`src/hw/gars_regs.svh`:
```
`ifndef GARS_REGS_SVH
`define GARS_REGS_SVH
`define GARS_ADDR_PAGE 5'h08
`define GARS_ADDR_CTRL 5'h09
`define GARS_ADDR_STAT 5'h0a
`define GARS_ADDR_DIRECT_MAX 5'h1f
`define GARS_PG_MORE 15
`define GARS_PG_ACK 14
`define GARS_PG_MSG 13
`define GARS_PG_SECOND_ACKNOWLEDGE 12
`define GARS_PG_TOG 11
`define GARS_CT_TEST_HI 15
`define GARS_CT_TEST_LO 13
`define GARS_CT_MAN_EN 12
`define GARS_CT_MAN_VAL 11
`define GARS_CT_PORT 10
`define GARS_CT_ADV_FD 9
`define GARS_CT_ADV_HD 8
`define GARS_CT_AUTO_CT 7
`define GARS_ST_FAULT 15
`define GARS_ST_ROLE 14
`define GARS_ST_LOC_OK 13
`define GARS_ST_REM_OK 12
`define GARS_ST_LP_FD 11
`define GARS_ST_LP_HD 10
`define GARS_TEST_NORMAL 3'h0
`define GARS_CODE_NULL 11'h001
`define GARS_CTRL_RESET 16'h0300
`define GARS_IDLE_W 8
`endif

```
`src/hw/gars_pkg.sv`:
```
package gars_pkg;
  typedef logic [15:0] gars_word_t;
  typedef logic [4:0] gars_addr_t;
  typedef logic [2:0] gars_test_mode_t;
  typedef logic [10:0] gars_code_t;
  typedef enum logic {GARS_LINK_DOWN, GARS_LINK_SEEN} gars_link_t;
endpackage : gars_pkg

```
`src/hw/gars_top.sv`:
```
`timescale 1ns/1ps
`default_nettype none
`include "gars_regs.svh"
module gars_top (
  input wire logic I_CORE_CLK,
  input wire logic I_RESET_N,
  input wire logic I_CORE_CE,
  input wire gars_pkg::gars_addr_t I_REG_ADDR,
  input wire logic I_REG_WR,
  input wire logic I_REG_RD,
  input wire gars_pkg::gars_word_t I_REG_WDATA,
  output gars_pkg::gars_word_t O_REG_RDATA,
  output logic O_REG_RVALID,
  output logic O_REG_HIT,
  input wire logic I_PAGE_VALID,
  input wire gars_pkg::gars_word_t I_PAGE_WORD,
  input wire logic I_MS_FAULT,
  input wire logic I_MS_AUTO_MASTER,
  input wire logic I_LOCAL_RX_OK,
  input wire logic I_REMOTE_RX_OK,
  input wire logic I_PARTNER_1G_FD,
  input wire logic I_PARTNER_1G_HD,
  input wire logic I_IDLE_ERR,
  input wire logic I_LINK_UP,
  output gars_pkg::gars_test_mode_t O_TEST_MODE,
  output logic O_TEST_ACTIVE,
  output logic O_MS_MANUAL_EN,
  output logic O_MS_MANUAL_MASTER,
  output logic O_ROLE_MASTER,
  output logic O_ADV_MULTI_PORT,
  output logic O_ADV_1G_FD,
  output logic O_ADV_1G_HD,
  output logic O_AUTO_CT_EN,
  output logic O_CABLE_TEST_START
);
  import gars_pkg::*;

  localparam gars_word_t CTRL_RST = `GARS_CTRL_RESET;

  logic more_pages_wanted_reg;
  logic partner_ack_reg;
  logic message_page_flag_reg;
  logic second_acknowledge_reg;
  logic page_toggle_reg;
  gars_code_t page_code_reg;
  logic fault_reg;
  logic [`GARS_IDLE_W-1:0] idle_count;
  gars_link_t link_reg;
  gars_link_t link_next;
  logic wr_page;
  logic wr_ctrl;
  logic rd_stat;
  logic hit;
  gars_word_t page_word;
  gars_word_t ctrl_word;
  gars_word_t stat_word;
  gars_word_t rdata_next;

  // address decode; only direct addresses reach this bank
  always_comb begin
    wr_page = 1'b0;
    wr_ctrl = 1'b0;
    rd_stat = 1'b0;
    hit = 1'b0;
    if (I_REG_ADDR > `GARS_ADDR_DIRECT_MAX) begin
      hit = 1'b0;
    end else if (I_REG_ADDR == `GARS_ADDR_PAGE) begin
      hit = 1'b1;
      wr_page = I_REG_WR;
    end else if (I_REG_ADDR == `GARS_ADDR_CTRL) begin
      hit = 1'b1;
      wr_ctrl = I_REG_WR;
    end else if (I_REG_ADDR == `GARS_ADDR_STAT) begin
      hit = 1'b1;
      rd_stat = I_REG_RD;
    end
  end

  // received next page; a page arriving beats a software write
  always_ff @(posedge I_CORE_CLK) begin
    if (!I_RESET_N) begin
      more_pages_wanted_reg <= 1'b0;
      partner_ack_reg <= 1'b0;
      message_page_flag_reg <= 1'b1;
      second_acknowledge_reg <= 1'b0;
      page_toggle_reg <= 1'b0;
      page_code_reg <= `GARS_CODE_NULL;
    end else if (I_CORE_CE) begin
      if (I_PAGE_VALID) begin
        more_pages_wanted_reg <= I_PAGE_WORD[`GARS_PG_MORE];
        partner_ack_reg <= I_PAGE_WORD[`GARS_PG_ACK];
        message_page_flag_reg <= I_PAGE_WORD[`GARS_PG_MSG];
        second_acknowledge_reg <= I_PAGE_WORD[`GARS_PG_SECOND_ACKNOWLEDGE];
        page_toggle_reg <= !I_PAGE_WORD[`GARS_PG_TOG];
        page_code_reg <= I_PAGE_WORD[10:0];
      end else if (wr_page) begin
        // ack and toggle are read-only, the rest accept writes
        more_pages_wanted_reg <= I_REG_WDATA[`GARS_PG_MORE];
        message_page_flag_reg <= I_REG_WDATA[`GARS_PG_MSG];
        second_acknowledge_reg <= I_REG_WDATA[`GARS_PG_SECOND_ACKNOWLEDGE];
        page_code_reg <= I_REG_WDATA[10:0];
      end
    end
  end

  // gigabit control; outputs are the register bits themselves
  always_ff @(posedge I_CORE_CLK) begin
    if (!I_RESET_N) begin
      O_TEST_MODE <= CTRL_RST[`GARS_CT_TEST_HI:`GARS_CT_TEST_LO];
      O_MS_MANUAL_EN <= CTRL_RST[`GARS_CT_MAN_EN];
      O_MS_MANUAL_MASTER <= CTRL_RST[`GARS_CT_MAN_VAL];
      O_ADV_MULTI_PORT <= CTRL_RST[`GARS_CT_PORT];
      O_ADV_1G_FD <= CTRL_RST[`GARS_CT_ADV_FD];
      O_ADV_1G_HD <= CTRL_RST[`GARS_CT_ADV_HD];
      O_AUTO_CT_EN <= CTRL_RST[`GARS_CT_AUTO_CT];
    end else if (I_CORE_CE && wr_ctrl) begin
      // bits 6:0 have no storage, so writes to them vanish
      O_TEST_MODE <=
        I_REG_WDATA[`GARS_CT_TEST_HI:`GARS_CT_TEST_LO];
      O_MS_MANUAL_EN <= I_REG_WDATA[`GARS_CT_MAN_EN];
      O_MS_MANUAL_MASTER <= I_REG_WDATA[`GARS_CT_MAN_VAL];
      O_ADV_MULTI_PORT <= I_REG_WDATA[`GARS_CT_PORT];
      O_ADV_1G_FD <= I_REG_WDATA[`GARS_CT_ADV_FD];
      O_ADV_1G_HD <= I_REG_WDATA[`GARS_CT_ADV_HD];
      O_AUTO_CT_EN <= I_REG_WDATA[`GARS_CT_AUTO_CT];
    end
  end

  // test pattern generator enable follows the mode field
  always_ff @(posedge I_CORE_CLK) begin
    if (!I_RESET_N) begin
      O_TEST_ACTIVE <= 1'b0;
    end else if (I_CORE_CE) begin
      O_TEST_ACTIVE <= (O_TEST_MODE != `GARS_TEST_NORMAL);
    end
  end

  // role: manual value wins only with manual enable set
  always_ff @(posedge I_CORE_CLK) begin
    if (!I_RESET_N) begin
      O_ROLE_MASTER <= 1'b0;
    end else if (I_CORE_CE) begin
      if (O_MS_MANUAL_EN) begin
        O_ROLE_MASTER <= O_MS_MANUAL_MASTER;
      end else begin
        O_ROLE_MASTER <= I_MS_AUTO_MASTER;
      end
    end
  end

  // latched fault; a fault in the read cycle survives the clear
  always_ff @(posedge I_CORE_CLK) begin
    if (!I_RESET_N) begin
      fault_reg <= 1'b0;
    end else if (I_CORE_CE) begin
      if (I_MS_FAULT) begin
        fault_reg <= 1'b1;
      end else if (rd_stat) begin
        fault_reg <= 1'b0;
      end
    end
  end

  gars_sat_cnt #(
    .W(`GARS_IDLE_W)
  ) u_idle_cnt (
    .i_clk(I_CORE_CLK),
    .i_reset_n(I_RESET_N),
    .i_ce(I_CORE_CE),
    .i_inc(I_IDLE_ERR),
    .i_clr(rd_stat),
    .o_count(idle_count)
  );

  // link drop watcher; a cable test only follows a link seen up
  always_comb begin
    link_next = link_reg;
    case (link_reg)
      GARS_LINK_DOWN: begin
        if (I_LINK_UP) begin
          link_next = GARS_LINK_SEEN;
        end
      end
      GARS_LINK_SEEN: begin
        if (!I_LINK_UP) begin
          link_next = GARS_LINK_DOWN;
        end
      end
      default: begin
        link_next = GARS_LINK_DOWN;
      end
    endcase
  end

  always_ff @(posedge I_CORE_CLK) begin
    if (!I_RESET_N) begin
      link_reg <= GARS_LINK_DOWN;
      O_CABLE_TEST_START <= 1'b0;
    end else if (I_CORE_CE) begin
      link_reg <= link_next;
      O_CABLE_TEST_START <= O_AUTO_CT_EN && link_reg == GARS_LINK_SEEN
        && !I_LINK_UP;
    end
  end

  // read views
  always_comb begin
    page_word = {more_pages_wanted_reg, partner_ack_reg,
      message_page_flag_reg, second_acknowledge_reg, page_toggle_reg,
      page_code_reg};
    ctrl_word = '0;
    ctrl_word[`GARS_CT_TEST_HI:`GARS_CT_TEST_LO] = O_TEST_MODE;
    ctrl_word[`GARS_CT_MAN_EN] = O_MS_MANUAL_EN;
    ctrl_word[`GARS_CT_MAN_VAL] = O_MS_MANUAL_MASTER;
    ctrl_word[`GARS_CT_PORT] = O_ADV_MULTI_PORT;
    ctrl_word[`GARS_CT_ADV_FD] = O_ADV_1G_FD;
    ctrl_word[`GARS_CT_ADV_HD] = O_ADV_1G_HD;
    ctrl_word[`GARS_CT_AUTO_CT] = O_AUTO_CT_EN;
    stat_word = '0;
    stat_word[`GARS_ST_FAULT] = fault_reg;
    stat_word[`GARS_ST_ROLE] = O_ROLE_MASTER;
    stat_word[`GARS_ST_LOC_OK] = I_LOCAL_RX_OK;
    stat_word[`GARS_ST_REM_OK] = I_REMOTE_RX_OK;
    stat_word[`GARS_ST_LP_FD] = I_PARTNER_1G_FD;
    stat_word[`GARS_ST_LP_HD] = I_PARTNER_1G_HD;
    stat_word[7:0] = idle_count;
  end

  always_comb begin
    rdata_next = '0;
    if (I_REG_ADDR == `GARS_ADDR_PAGE) begin
      rdata_next = page_word;
    end else if (I_REG_ADDR == `GARS_ADDR_CTRL) begin
      rdata_next = ctrl_word;
    end else if (I_REG_ADDR == `GARS_ADDR_STAT) begin
      rdata_next = stat_word;
    end
  end

  // capture in the same edge that clears, so the old value is returned
  always_ff @(posedge I_CORE_CLK) begin
    if (!I_RESET_N) begin
      O_REG_RDATA <= '0;
      O_REG_RVALID <= 1'b0;
      O_REG_HIT <= 1'b0;
    end else if (I_CORE_CE) begin
      O_REG_RVALID <= I_REG_RD;
      if (I_REG_RD) begin
        O_REG_RDATA <= rdata_next;
        O_REG_HIT <= hit;
      end
    end
  end
endmodule : gars_top
`default_nettype wire

```
`src/hw/gars_sat_cnt.sv`:
```
`timescale 1ns/1ps
`default_nettype none
module gars_sat_cnt #(
  parameter int W = 8
) (
  input wire logic i_clk,
  input wire logic i_reset_n,
  input wire logic i_ce,
  input wire logic i_inc,
  input wire logic i_clr,
  output logic [W-1:0] o_count
);
  localparam logic [W-1:0] MAX = '1;
  localparam logic [W-1:0] ONE = W'(1);

  always_ff @(posedge i_clk) begin
    if (!i_reset_n) begin
      o_count <= '0;
    end else if (i_ce) begin
      if (i_clr) begin
        // an error in the clearing cycle counts into the fresh value
        o_count <= i_inc ? ONE : '0;
      end else if (i_inc && o_count != MAX) begin
        o_count <= o_count + ONE;
      end
    end
  end
endmodule : gars_sat_cnt
`default_nettype wire

```
`config.mk`:
```
export PLATFORM = sky130hd
export DESIGN_NAME = gars_top
export DESIGN_NICKNAME = d
export VERILOG_FILES = /design/src/hw/gars_pkg.sv /design/src/hw/gars_top.sv /design/src/hw/gars_sat_cnt.sv
export VERILOG_INCLUDE_DIRS = /design/src /design/src/hw
export SDC_FILE = /design/constraint.sdc
export NUM_CORES = 1
export LEC_CHECK = 0
export ABC_AREA = 1
export BUFFER_PORTS_ARGS = -buffer_cell sky130_fd_sc_hd__buf_4
export CELL_PAD_IN_SITES_DETAIL_PLACEMENT = 1
export CELL_PAD_IN_SITES_GLOBAL_PLACEMENT = 2
export CORE_MARGIN = 1.5
export CORE_UTILIZATION = 30
export DETAILED_ROUTE_END_ITERATION = 12
export PLACE_DENSITY_LB_ADDON = 0.1
export SLEW_MARGIN = 20
export SYNTH_ARGS = -nofsm -noshare
export SYNTH_HDL_FRONTEND = slang
export SYNTH_SLANG_ARGS = --single-unit
```
`constraint.sdc`:
```
create_clock -name I_CORE_CLK -period 4 [get_ports I_CORE_CLK]
set_input_delay 0.4 -clock I_CORE_CLK [delete_from_list [all_inputs] [get_ports I_CORE_CLK]]
set_output_delay 0.4 -clock I_CORE_CLK [all_outputs]
set_load 0.02 [all_outputs]
```
# Word-level counts from Yosys, hierarchy flattened
# Cells that the tools add are included.
# classes
addsub	1
n_lt_le_gt_ge	1
eq_ne	4
n_mux	31
reduce_logical	15
# op_table
cell	n
16-bit two-way mux	3
1-bit two-way mux	24
11-bit two-way mux	2
8-bit two-way mux	2
5-bit by 4-bit equality test with 1-bit output (second input constant)	3
2-bit AND reduction	5
8-bit by 1-bit adder with 8-bit output (second input constant)	1
8-bit inequality test (second input constant)	1
2-bit nonzero test	3
5-bit greater-than comparator (second input constant)	1
1-bit logical AND	4
3-bit nonzero test	1
1-bit logical NOT	2
# totals
reg_bits	56
in_bits	51
out_inout_bits	30
elab_cells	74

# Depth between registers and ports, before layout
# Gate-level depths: netlist (run 1).
# logic_depth
depth_word	7
mapped_depth	10
depth_no_buf	9

# By module
# A second synthesis (run 1) with hierarchy kept.
# unflattened
hier_cells	410
area_unflattened_um2	2890.3
# modules_own_cells
module	n_inst	cells_per_inst	area_each_um2	seq_area_each_um2
gars_top	1	319	2351.0	960.9
gars_sat_cnt	1	91	539.3	160.2

# Least setup slack after synthesis (run 1)
# No wires, ideal clock.
# synth_path
path_kind	flip-flop to flip-flop
start	register u_idle_cnt.o_count[0]
end	register u_idle_cnt.o_count[0]
setup_time_ns	0.116
arrival_time_ns	1.284
required_time_ns	3.884
slack_ns	2.600
path_stages_with_launch	10
path_buffers	1
period_less_slack_ns	1.400
path_cell_list	dfxtp_1 -> ha_1 -> nand2_1 -> nor2_2 -> nand2_1 -> nand2_2 -> nand2_2 -> buf_6 -> o21ai_0 -> nor2_1
# synth_between
elab_chain_cells	4
elab_cells_between_ends	7
classes_between	1 x add/sub; 1 x eq/ne; 2 x mux; 3 x reduce/logical
# synth_rtl
item	line_no	rtl
start: declaration	gars_sat_cnt.sv:11	output logic [W-1:0] o_count
start signal: assignment	gars_sat_cnt.sv:22	o_count <= i_inc ? ONE : '0;
start signal: assignment	gars_sat_cnt.sv:24	o_count <= o_count + ONE;
branches (longest 4 deep; another with 8-bit by 1-bit adder with 8-bit output)	n/a	
# Parallel ways; which one is timed is not known. The select of a mux whose other input is x is not followed.
# A chain may end at the register's enable or synchronous reset.

# Final worst setup path (run 1)
# Ends and elaborated chain as after synthesis.

==> impl_metrics.ini, run 1 <==
[sta]
finalSetupTns_ns = 0
skew_ns = 0.00559
timing.final.crit_period_ns = 1.67
period_share = 0.418
hold_viol = 0
maxSlewHeadroom = 0.529
setup_viol = 0
worstMarginPinSlew_ns = 0.702
drv_slew = 0
rsz0062_at_grt = false
max_freq_mhz = 598
fin_hold_ws_ns = 0.253

[setup_path]
crit_required_ns = 4.22
slowest_stage = dfxtp_1
startpoint_type = register
path_class = register to register
path_cells = ha_1 > nand2_1 > nor2_2 > nand2_1 > nand2_2 > nand2_2 > o21ai_0 > nor2_1
crit_path_max_incr_delay_ns = 0.45
cp_max_fo = 11
arrival_ns = 1.89
endpoint_kind = register

[clock_network]
clk_pin_slew_worst_paths_ns = 0.10
cts_made_buffers = 5
clock-sinks = 56
cts_tree = built
clockRootBuffer = clkbuf_8
clockBufferDepth = 2
ctsResizeCount = 0
post_cts_buffers = 0
ctsHoldBuffers = 0
htree_num_levels = 2
insertion_delay_ns = 0.31

[finish]
n_antenna_cell = 0
fin_nets = 506
largest_reg_flops = 16
drive_above_1_share = 0.271
fin_area_um2 = 3460
syn_to_final_growth_pct = 26.4

[logic_synthesis]
postSynthAreaPerCell_um2 = 7.16
synthesis.area_um2 = 2730
yosysUniqueCellTypes = 32
synthCells = 382
synth-seq-cells = 56
ys_seq_area_frac = 0.410
ys_warn_count = 0
syn_nets = 434

[route]
wl_per_cell_um = 14.1
drt_iter0_drc = 66
detail_route.vias_per_cell = 4.71
first_pass_iters = 4
drc = 0
drtAntennaViolNets = 0
wl_mm = 7.93
vias = 2649

[global_routing]
grt_usage = 0.171
antenna_found_initial = 0
globalRouteOverflowTotal = 0
grt_max_degree = 51
grt_pass1_wl_mm = 13.3
grt_pass1_vias = 2610

[floorplan]
dieArea_um2 = 9690
coreArea_um2 = 8760
io_pins = 81
die_x_um = 98.5
initial_utilization = 0.312
fp.dieH_um = 98.5
row_count = 34

[status]
status = completed

[placement]
placed_area_um2 = 3380
gp_congestion = 0.774
io_buffers = 80
place_hpwl_mm = 5.99

[pwr]
power.leakage_nw = 1.65
peakVddDrop_v = 0.000126
power_mw = 1.08
power.density_nw_per_um2 = 313

[job]
cap_violations = 0

[min_path]
worstHoldPathType = input pin to register
[synth_stat cells]
cell type,instances,area (µm²)
nand2_1,88,330
dfxtp_1,56,1120
nor2_1,52,195
inv_1,34,128
o21ai_0,32,160
nand3_1,25,125
a21oi_1,15,75.1
nor2_2,12,75.1
o211ai_1,12,90.1
mux2_2,8,90.1
o21ai_1,8,40.0
clkbuf_1,5,18.8
nand2_2,5,31.3
buf_2,4,20.0
buf_6,3,33.8
inv_2,3,11.3
nand2_4,3,33.8
buf_4,2,15.0
nor2_8,2,40.0
a22oi_1,1,7.51
a31oi_1,1,6.26
buf_1,1,3.75
clkinv_1,1,3.75
clkinv_4,1,8.76
ha_1,1,12.5
nand3b_1,1,7.51
nand4_1,1,6.26
nand4_2,1,12.5
nor2_4,1,11.3
nor3_1,1,5.00
nor4_1,1,6.26
o21ai_2,1,8.76
[path summary, 6_finish.rpt]
path	start	to	slack [ns]	cells past startpoint
setup / recovery	u_idle_cnt.o_count[0]	u_idle_cnt.o_count[0]	2.33	8
hold / removal	I_PAGE_WORD[11]	page_toggle_reg	0.25	2
setup reg to reg	u_idle_cnt.o_count[0]	u_idle_cnt.o_count[0]	2.33	8
hold reg to reg	page_code_reg[0]	page_code_reg[0]	0.47	2
[stage by stage]
| stage | cells | setup slack (ns) | utilization |
|---|---|---|---|
| 2_1_floorplan | 382 | 2.60 | - |
| 3_3_place_gp | 555 | 2.10 | 0.385 |
| 3_5_place_dp | 555 | 2.03 | 0.385 |
| 4_1_cts | 562 | 2.34 | 0.394 |
| 5_1_grt | 562 | 2.21 | 0.394 |
| 6_report | 562 | 2.33 | 0.394 |
[metal layers]
metal,global-route usage,wire length (µm),up-vias
met1,0.253,4130,1216
met3,0.0326,298,4
met5,0,0,-
li1,-,-,1377
met2,0.258,3450,52
met4,0.0358,51,0
[cells by family after synthesis]
| kind of cell | synth area share |
|---|---|
| buffers and inverters | 0.0888 |
| flip-flops | 0.410 |
| multiplexers | 0.0330 |
| AO/OA/AOI/OAI | 0.142 |
| adder cells (fa/ha/maj) | 0.00458 |
| AND/OR/NAND/NOR | 0.322 |
[report_power, final]
part / internal, mW / switching (mW)
clock: 0.120 / 0.188
sequential: 0.583 / 0.0169
combinational: 0.0785 / 0.0937
total: 0.782 / 0.299
[area by class of cell]
| class | count | area, µm² |
|---|---|---|
| clock inverter | 1 | 5.00 |
| timing repair buffer | 80 | 601 |
| tap | 108 | 135 |
| sequential | 56 | 1120 |
| multi-input combinational | 272 | 1370 |
| inverter | 39 | 151 |
| fill | 1143 | 5310 |
| clock buffer | 6 | 72.6 |
[critical path: cells and delay by family (launching register included)]
family | cells | cell delay, ns
and+or+nand+nor | 6 | 0.66
DFF | 1 | 0.45
adders and majority gates | 1 | 0.27
AOI/OAI and AO/OA | 1 | 0.19
[cells in the final DEF, fill, tap and decap left out, types with 2 or more instances in the layout]
master / instances
mux2_2: 8
o21ai_0: 32
buf_4: 80
o21ai_1: 8
a21oi_1: 15
nor2_1: 52
inv_2: 3
dfxtp_1: 56
clkbuf_8: 5
inv_1: 34
nand2_4: 3
nor2_8: 2
nand3_1: 25
nand2_2: 5
nand2_1: 88
nor2_2: 12
o211ai_1: 12
Note: power is estimated with default switching activity, not from simulation.
==> inputs of run 2 (changes only) <==
--- a/config.mk
+++ b/config.mk
@@ -11,7 +11,7 @@
 export CELL_PAD_IN_SITES_DETAIL_PLACEMENT = 1
 export CELL_PAD_IN_SITES_GLOBAL_PLACEMENT = 2
 export CORE_MARGIN = 1.5
-export CORE_UTILIZATION = 30
+export CORE_UTILIZATION = 28
 export DETAILED_ROUTE_END_ITERATION = 12
 export PLACE_DENSITY_LB_ADDON = 0.1
 export SLEW_MARGIN = 20
==> constraint.sdc (replaced) <==
create_clock -name I_CORE_CLK -period 1.6 [get_ports I_CORE_CLK]
set_input_delay 0.16 -clock I_CORE_CLK [delete_from_list [all_inputs] [get_ports I_CORE_CLK]]
set_output_delay 0.16 -clock I_CORE_CLK [all_outputs]
set_load 0.02 [all_outputs]
==> run 2 against run 1 <==
Effect of this change: first-iteration DRC count fell by 1.5%; maximum frequency grew 15%; worst setup slack lost 2.2 ns; largest cell class unchanged; largest power group unchanged.
==> impl_metrics.ini, run 2 (synthesis gave the netlist of run 1 again) <==
[finish]
seqCellArea_um2 = 1120
layout_common_cells = buf_4, nand2_1, dfxtp_1, nor2_1, inv_1
largest_reg_flops = 16
instances_no_fill = 595
n_antenna_cell = 0
nFillCells = 1236
final_common_cell = buf_4
fin_nets = 518
syn_to_final_growth_pct = 31.0
fin_area_um2 = 3580
multi_input_area_um2 = 1380
drive_above_1_share = 0.292

[setup_path]
slowest_stage = dfxtp_1
path_cells = ha_1 > nand2_1 > nor2_2 > nand2_1 > nand2_2 > nand2_4 > a21oi_1 > nor2_1
cp_max_fo = 11
reg2reg_depth = 8
crit_family = simple AND/OR/NAND/NOR gates
r2r-start = u_idle_cnt.o_count[0]
critPathBufInv = 0
crit_top_cell = nand2_1
crit_required_ns = 1.81
crit_path_max_incr_delay_ns = 0.36
endpoint_kind = register
arrival_ns = 1.67
startpoint_type = register
r2r-end = u_idle_cnt.o_count[2]
r2r_setup_slack_ns = 0.15
path_class = register to register

[floorplan]
io_pins = 81
coreArea_um2 = 9370
dieArea_um2 = 10400
die_x_um = 102
initial_utilization = 0.292
row_count = 35
fp.dieH_um = 102

[clock_network]
clk_pin_slew_worst_paths_ns = 0.10
clockRootBuffer = clkbuf_8
ctsHoldBuffers = 0
clock-sinks = 56
insertion_delay_ns = 0.31
clockBufferDepth = 2
cts_tree = built
cts_made_buffers = 5
htree_num_levels = 2

[min_path]
holdPathStages = 2
hold_end = page_toggle_reg
worstHoldPathType = input pin to register
hp-start = I_PAGE_WORD[11]

[sta]
skew_ns = 0.00800
max_freq_mhz = 688
finalSetupTns_ns = 0
worstMarginPinSlew_ns = 0.341
hold_viol = 0
period_share = 0.909
rsz0062_at_grt = false
timing.final.crit_period_ns = 1.45
drv_slew = 0
setup_viol = 0
fin_hold_ws_ns = 0.0232
maxSlewHeadroom = 0.772

[pwr]
p_seq_frac = 0.552
peakVddDrop_v = 0.000298
pwr-share-clk = 0.281
p_sw_frac = 0.274
intPower_mw = 1.97
p_sw_mw = 0.743
combPwrFrac = 0.167
power.leakage_nw = 1.72
power_mw = 2.71
power.density_nw_per_um2 = 757

[route]
drc = 0
first_pass_iters = 4
wl_mm = 8.16
detail_route.vias_per_cell = 4.52
wl_per_cell_um = 13.7
drt_iter0_drc = 65
vias = 2692
drtAntennaViolNets = 0

[global_routing]
grt_usage = 0.162
grt_pass1_vias = 2656
globalRouteOverflowTotal = 0
antenna_found_initial = 0
grt_max_degree = 27
grt_pass1_wl_mm = 13.1

[placement]
dp_cells = 588
io_buffers = 80
placed_area_um2 = 3490
gp_congestion = 0.852
place_hpwl_mm = 6.23

[job]
cap_violations = 0

[status]
status = completed
[run 2: per-stage QoR]
stage / setup slack (ns) / utilization
after floorplan: 0.200 / -
after global placement: 0.169 / 0.373
after detailed placement: 0.0729 / 0.373
after CTS: 0.0551 / 0.382
after global routing: 0.0180 / 0.382
final: 0.146 / 0.382
[run 2: power groups by stage]
stage | registers, mW | clock network (mW) | logic, mW
after CTS | 1.49 | 0.811 | 0.462
final | 1.49 | 0.761 | 0.454
after detailed placement | 1.53 | 0 | 0.459
after global routing | 1.50 | 0.850 | 0.509
after floorplan | 1.56 | 0 | 0.214
after global placement | 1.53 | 0 | 0.456
[run 2: timing repair]
item                       in CTS  in global routing
setup endpoints to repair       0                  6
setup buffers                   0                  0
resized for setup               0                  2
[run 2: layer usage]
metal	GRT usage	routed length, µm	vias to the layer above
li1	-	-	1393
met1	0.239	4160	1232
met2	0.246	3560	62
met3	0.0321	359	5
met4	0.0358	73	0
met5	0	0	-
[run 2: cell type report]
type,instances,share of cell area
Sequential cell,56,0.313
Tap cell,129,0.0451
Inverter,39,0.0423
Clock inverter,2,0.00349
Timing Repair Buffer,92,0.193
Clock buffer,5,0.0192
Multi-Input combinational cell,272,0.384
[run 2: worst register-to-register path: stages, from the launching register on]
cell     delay (ns)
dfxtp_1        0.36
ha_1           0.22
nand2_1        0.11
nor2_2         0.14
nand2_1        0.08
nand2_2        0.12
nand2_4        0.12
a21oi_1        0.17
nor2_1         0.05
[run 2: worst max path at each step]
stage	depth (start not counted)	slack, ns	to	start
after CTS	8	0.06	u_idle_cnt.o_count[0]	u_idle_cnt.o_count[0]
after global routing	8	0.02	u_idle_cnt.o_count[2]	u_idle_cnt.o_count[0]
after floorplan	9	0.20	u_idle_cnt.o_count[0]	u_idle_cnt.o_count[0]
final	8	0.15	u_idle_cnt.o_count[2]	u_idle_cnt.o_count[0]
after global placement	8	0.17	u_idle_cnt.o_count[0]	u_idle_cnt.o_count[0]
after detailed placement	8	0.07	u_idle_cnt.o_count[0]	u_idle_cnt.o_count[0]
==> inputs of run 3 (changes only) <==
--- a/config.mk
+++ b/config.mk
@@ -13,6 +13,7 @@
 export CORE_MARGIN = 1.5
 export CORE_UTILIZATION = 28
 export DETAILED_ROUTE_END_ITERATION = 12
+export GPL_TIMING_DRIVEN = 0
 export PLACE_DENSITY_LB_ADDON = 0.1
 export SLEW_MARGIN = 20
 export SYNTH_ARGS = -nofsm -noshare
==> run 3 against run 2 <==
Effect of this change: register-to-register slack is essentially flat; maximum frequency shrank 0.18%; cell area grew 1.6%; die area is the same; sequential power is essentially flat; power grew 2.9%; clock-buffer cell count grew 1; critical path type unchanged; largest power group unchanged.
==> impl_metrics.ini, run 3 (synthesis gave the netlist of run 1 again) <==
[global_routing]
globalRouteOverflowTotal = 0
grt_usage = 0.169
grt_max_degree = 18
grt_pass1_vias = 2713
grt_pass1_wl_mm = 13.5
antenna_found_initial = 0

[clock_network]
htree_num_levels = 2
cts_made_buffers = 5
cts_tree = built
clock-sinks = 56
clk_pin_slew_worst_paths_ns = 0.10
clockBufferDepth = 2
insertion_delay_ns = 0.31
clockRootBuffer = clkbuf_8

[sta]
hold_viol = 0
timing.final.crit_period_ns = 1.46
finalSetupTns_ns = 0
setup_viol = 0
worst_slack_ns = 0.143
drv_slew = 0
period_share = 0.911
maxSlewHeadroom = 0.625
worstMarginPinSlew_ns = 0.563
max_freq_mhz = 686
skew_ns = 0.00646
rsz0062_at_grt = false

[setup_path]
crit_path_max_incr_delay_ns = 0.40
crit_family = simple AND/OR/NAND/NOR gates
reg2reg_depth = 9
r2r-end = u_idle_cnt.o_count[4]
endpoint_kind = register
path_cells = ha_4 > nand2_1 > nor2_2 > nand2_1 > nand2_2 > nand2_2 > buf_6 > a21oi_1 > nor2_1
path_class = register to register
arrival_ns = 1.67
r2r_setup_slack_ns = 0.14
crit_required_ns = 1.81
startpoint_type = register
critPathBufInv = 1
r2r-start = u_idle_cnt.o_count[0]
cp_max_fo = 10
slowest_stage = dfxtp_4

[placement]
placed_area_um2 = 3490
gp_congestion = 0.776
pre_cts_slack_ns = -0.0260
io_buffers = 79
place_hpwl_mm = 6.67

[route]
detail_route.vias_per_cell = 4.50
drtAntennaViolNets = 0
drt_iter0_drc = 59
wl_mm = 8.37
drc = 0
first_pass_iters = 4
vias = 2710
wl_per_cell_um = 13.9

[min_path]
hp-start = I_REG_WDATA[15]
holdPathStages = 3
worstHoldPathType = input pin to register
hold_end = O_TEST_MODE[2]

[pwr]
power.density_nw_per_um2 = 766
peakVddDrop_v = 0.000390
power.leakage_nw = 1.72

[finish]
drive_above_1_share = 0.296
n_antenna_cell = 0
final_common_cell = nand2_1
utilization = 0.388
layout_common_cells = nand2_1, buf_4, dfxtp_1, nor2_1, inv_1
fin_nets = 524
fin_area_um2 = 3640
syn_to_final_growth_pct = 33.1
largest_reg_flops = 16

[floorplan]
dieArea_um2 = 10400
row_count = 35
io_pins = 81
die_x_um = 102
coreArea_um2 = 9370
initial_utilization = 0.292
fp.dieH_um = 102

[status]
status = completed

[job]
cap_violations = 0
==> run 3: worst max-delay path by stage <==
stage                                      from                     to  cells after the start
final                     u_idle_cnt.o_count[0]  u_idle_cnt.o_count[4]                      9
after global routing      u_idle_cnt.o_count[0]  u_idle_cnt.o_count[3]                     10
after CTS                 u_idle_cnt.o_count[1]  u_idle_cnt.o_count[0]                      9
after floorplan           u_idle_cnt.o_count[0]  u_idle_cnt.o_count[0]                      9
after global placement    u_idle_cnt.o_count[0]  u_idle_cnt.o_count[0]                      9
after detailed placement  u_idle_cnt.o_count[0]  u_idle_cnt.o_count[0]                      9
==> run 3: routing by layer <==
metal	vias up	global-route usage	routed length [µm]
met5	-	0	0
met4	0	0.0316	60
met3	5	0.0294	359
met2	69	0.267	3720
met1	1232	0.243	4240
li1	1404	-	-
==> run 3: what timing repair did <==
item | CTS | global route
setup buffers | 0 | 3
pin swaps | 0 | 2
hold buffers | 1 | 0
gates resized for setup | 2 | 5
hold endpoints to repair | 1 | 0
setup endpoints to repair | 5 | 6
==> run 3: layout make-up <==
| type | instances | area (µm²) |
|---|---|---|
| inverter | 39 | 151 |
| clock buffer | 6 | 82.6 |
| timing repair buffer | 83 | 626 |
| sequential | 56 | 1130 |
| buffer | 15 | 91.3 |
| fill | 1237 | 5730 |
| clock inverter | 2 | 15.0 |
| tap | 129 | 161 |
| multi-input combinational | 272 | 1390 |
==> run 3: power by group <==
group / total, mW / internal, mW / switching [mW]
logic: 0.459 / 0.216 / 0.243
clock network: 0.829 / 0.352 / 0.477
registers: 1.50 / 1.46 / 0.0420
total: 2.79 / 2.03 / 0.762
==> run 3: metrics by stage <==
step,std cells,hold slack (ns),power [mW]
after floorplan,382,0.250,1.77
after global placement,590,0.339,1.98
after global routing,602,0.125,2.94
after detailed placement,590,0.345,1.99
after CTS,599,0.0902,2.84
final,602,0.0988,2.79
==> run 3: tightest hold or removal path: stages <==
cell and delay (ns):
buf_4 0.07, inv_1 0.04, a21oi_1 0.10
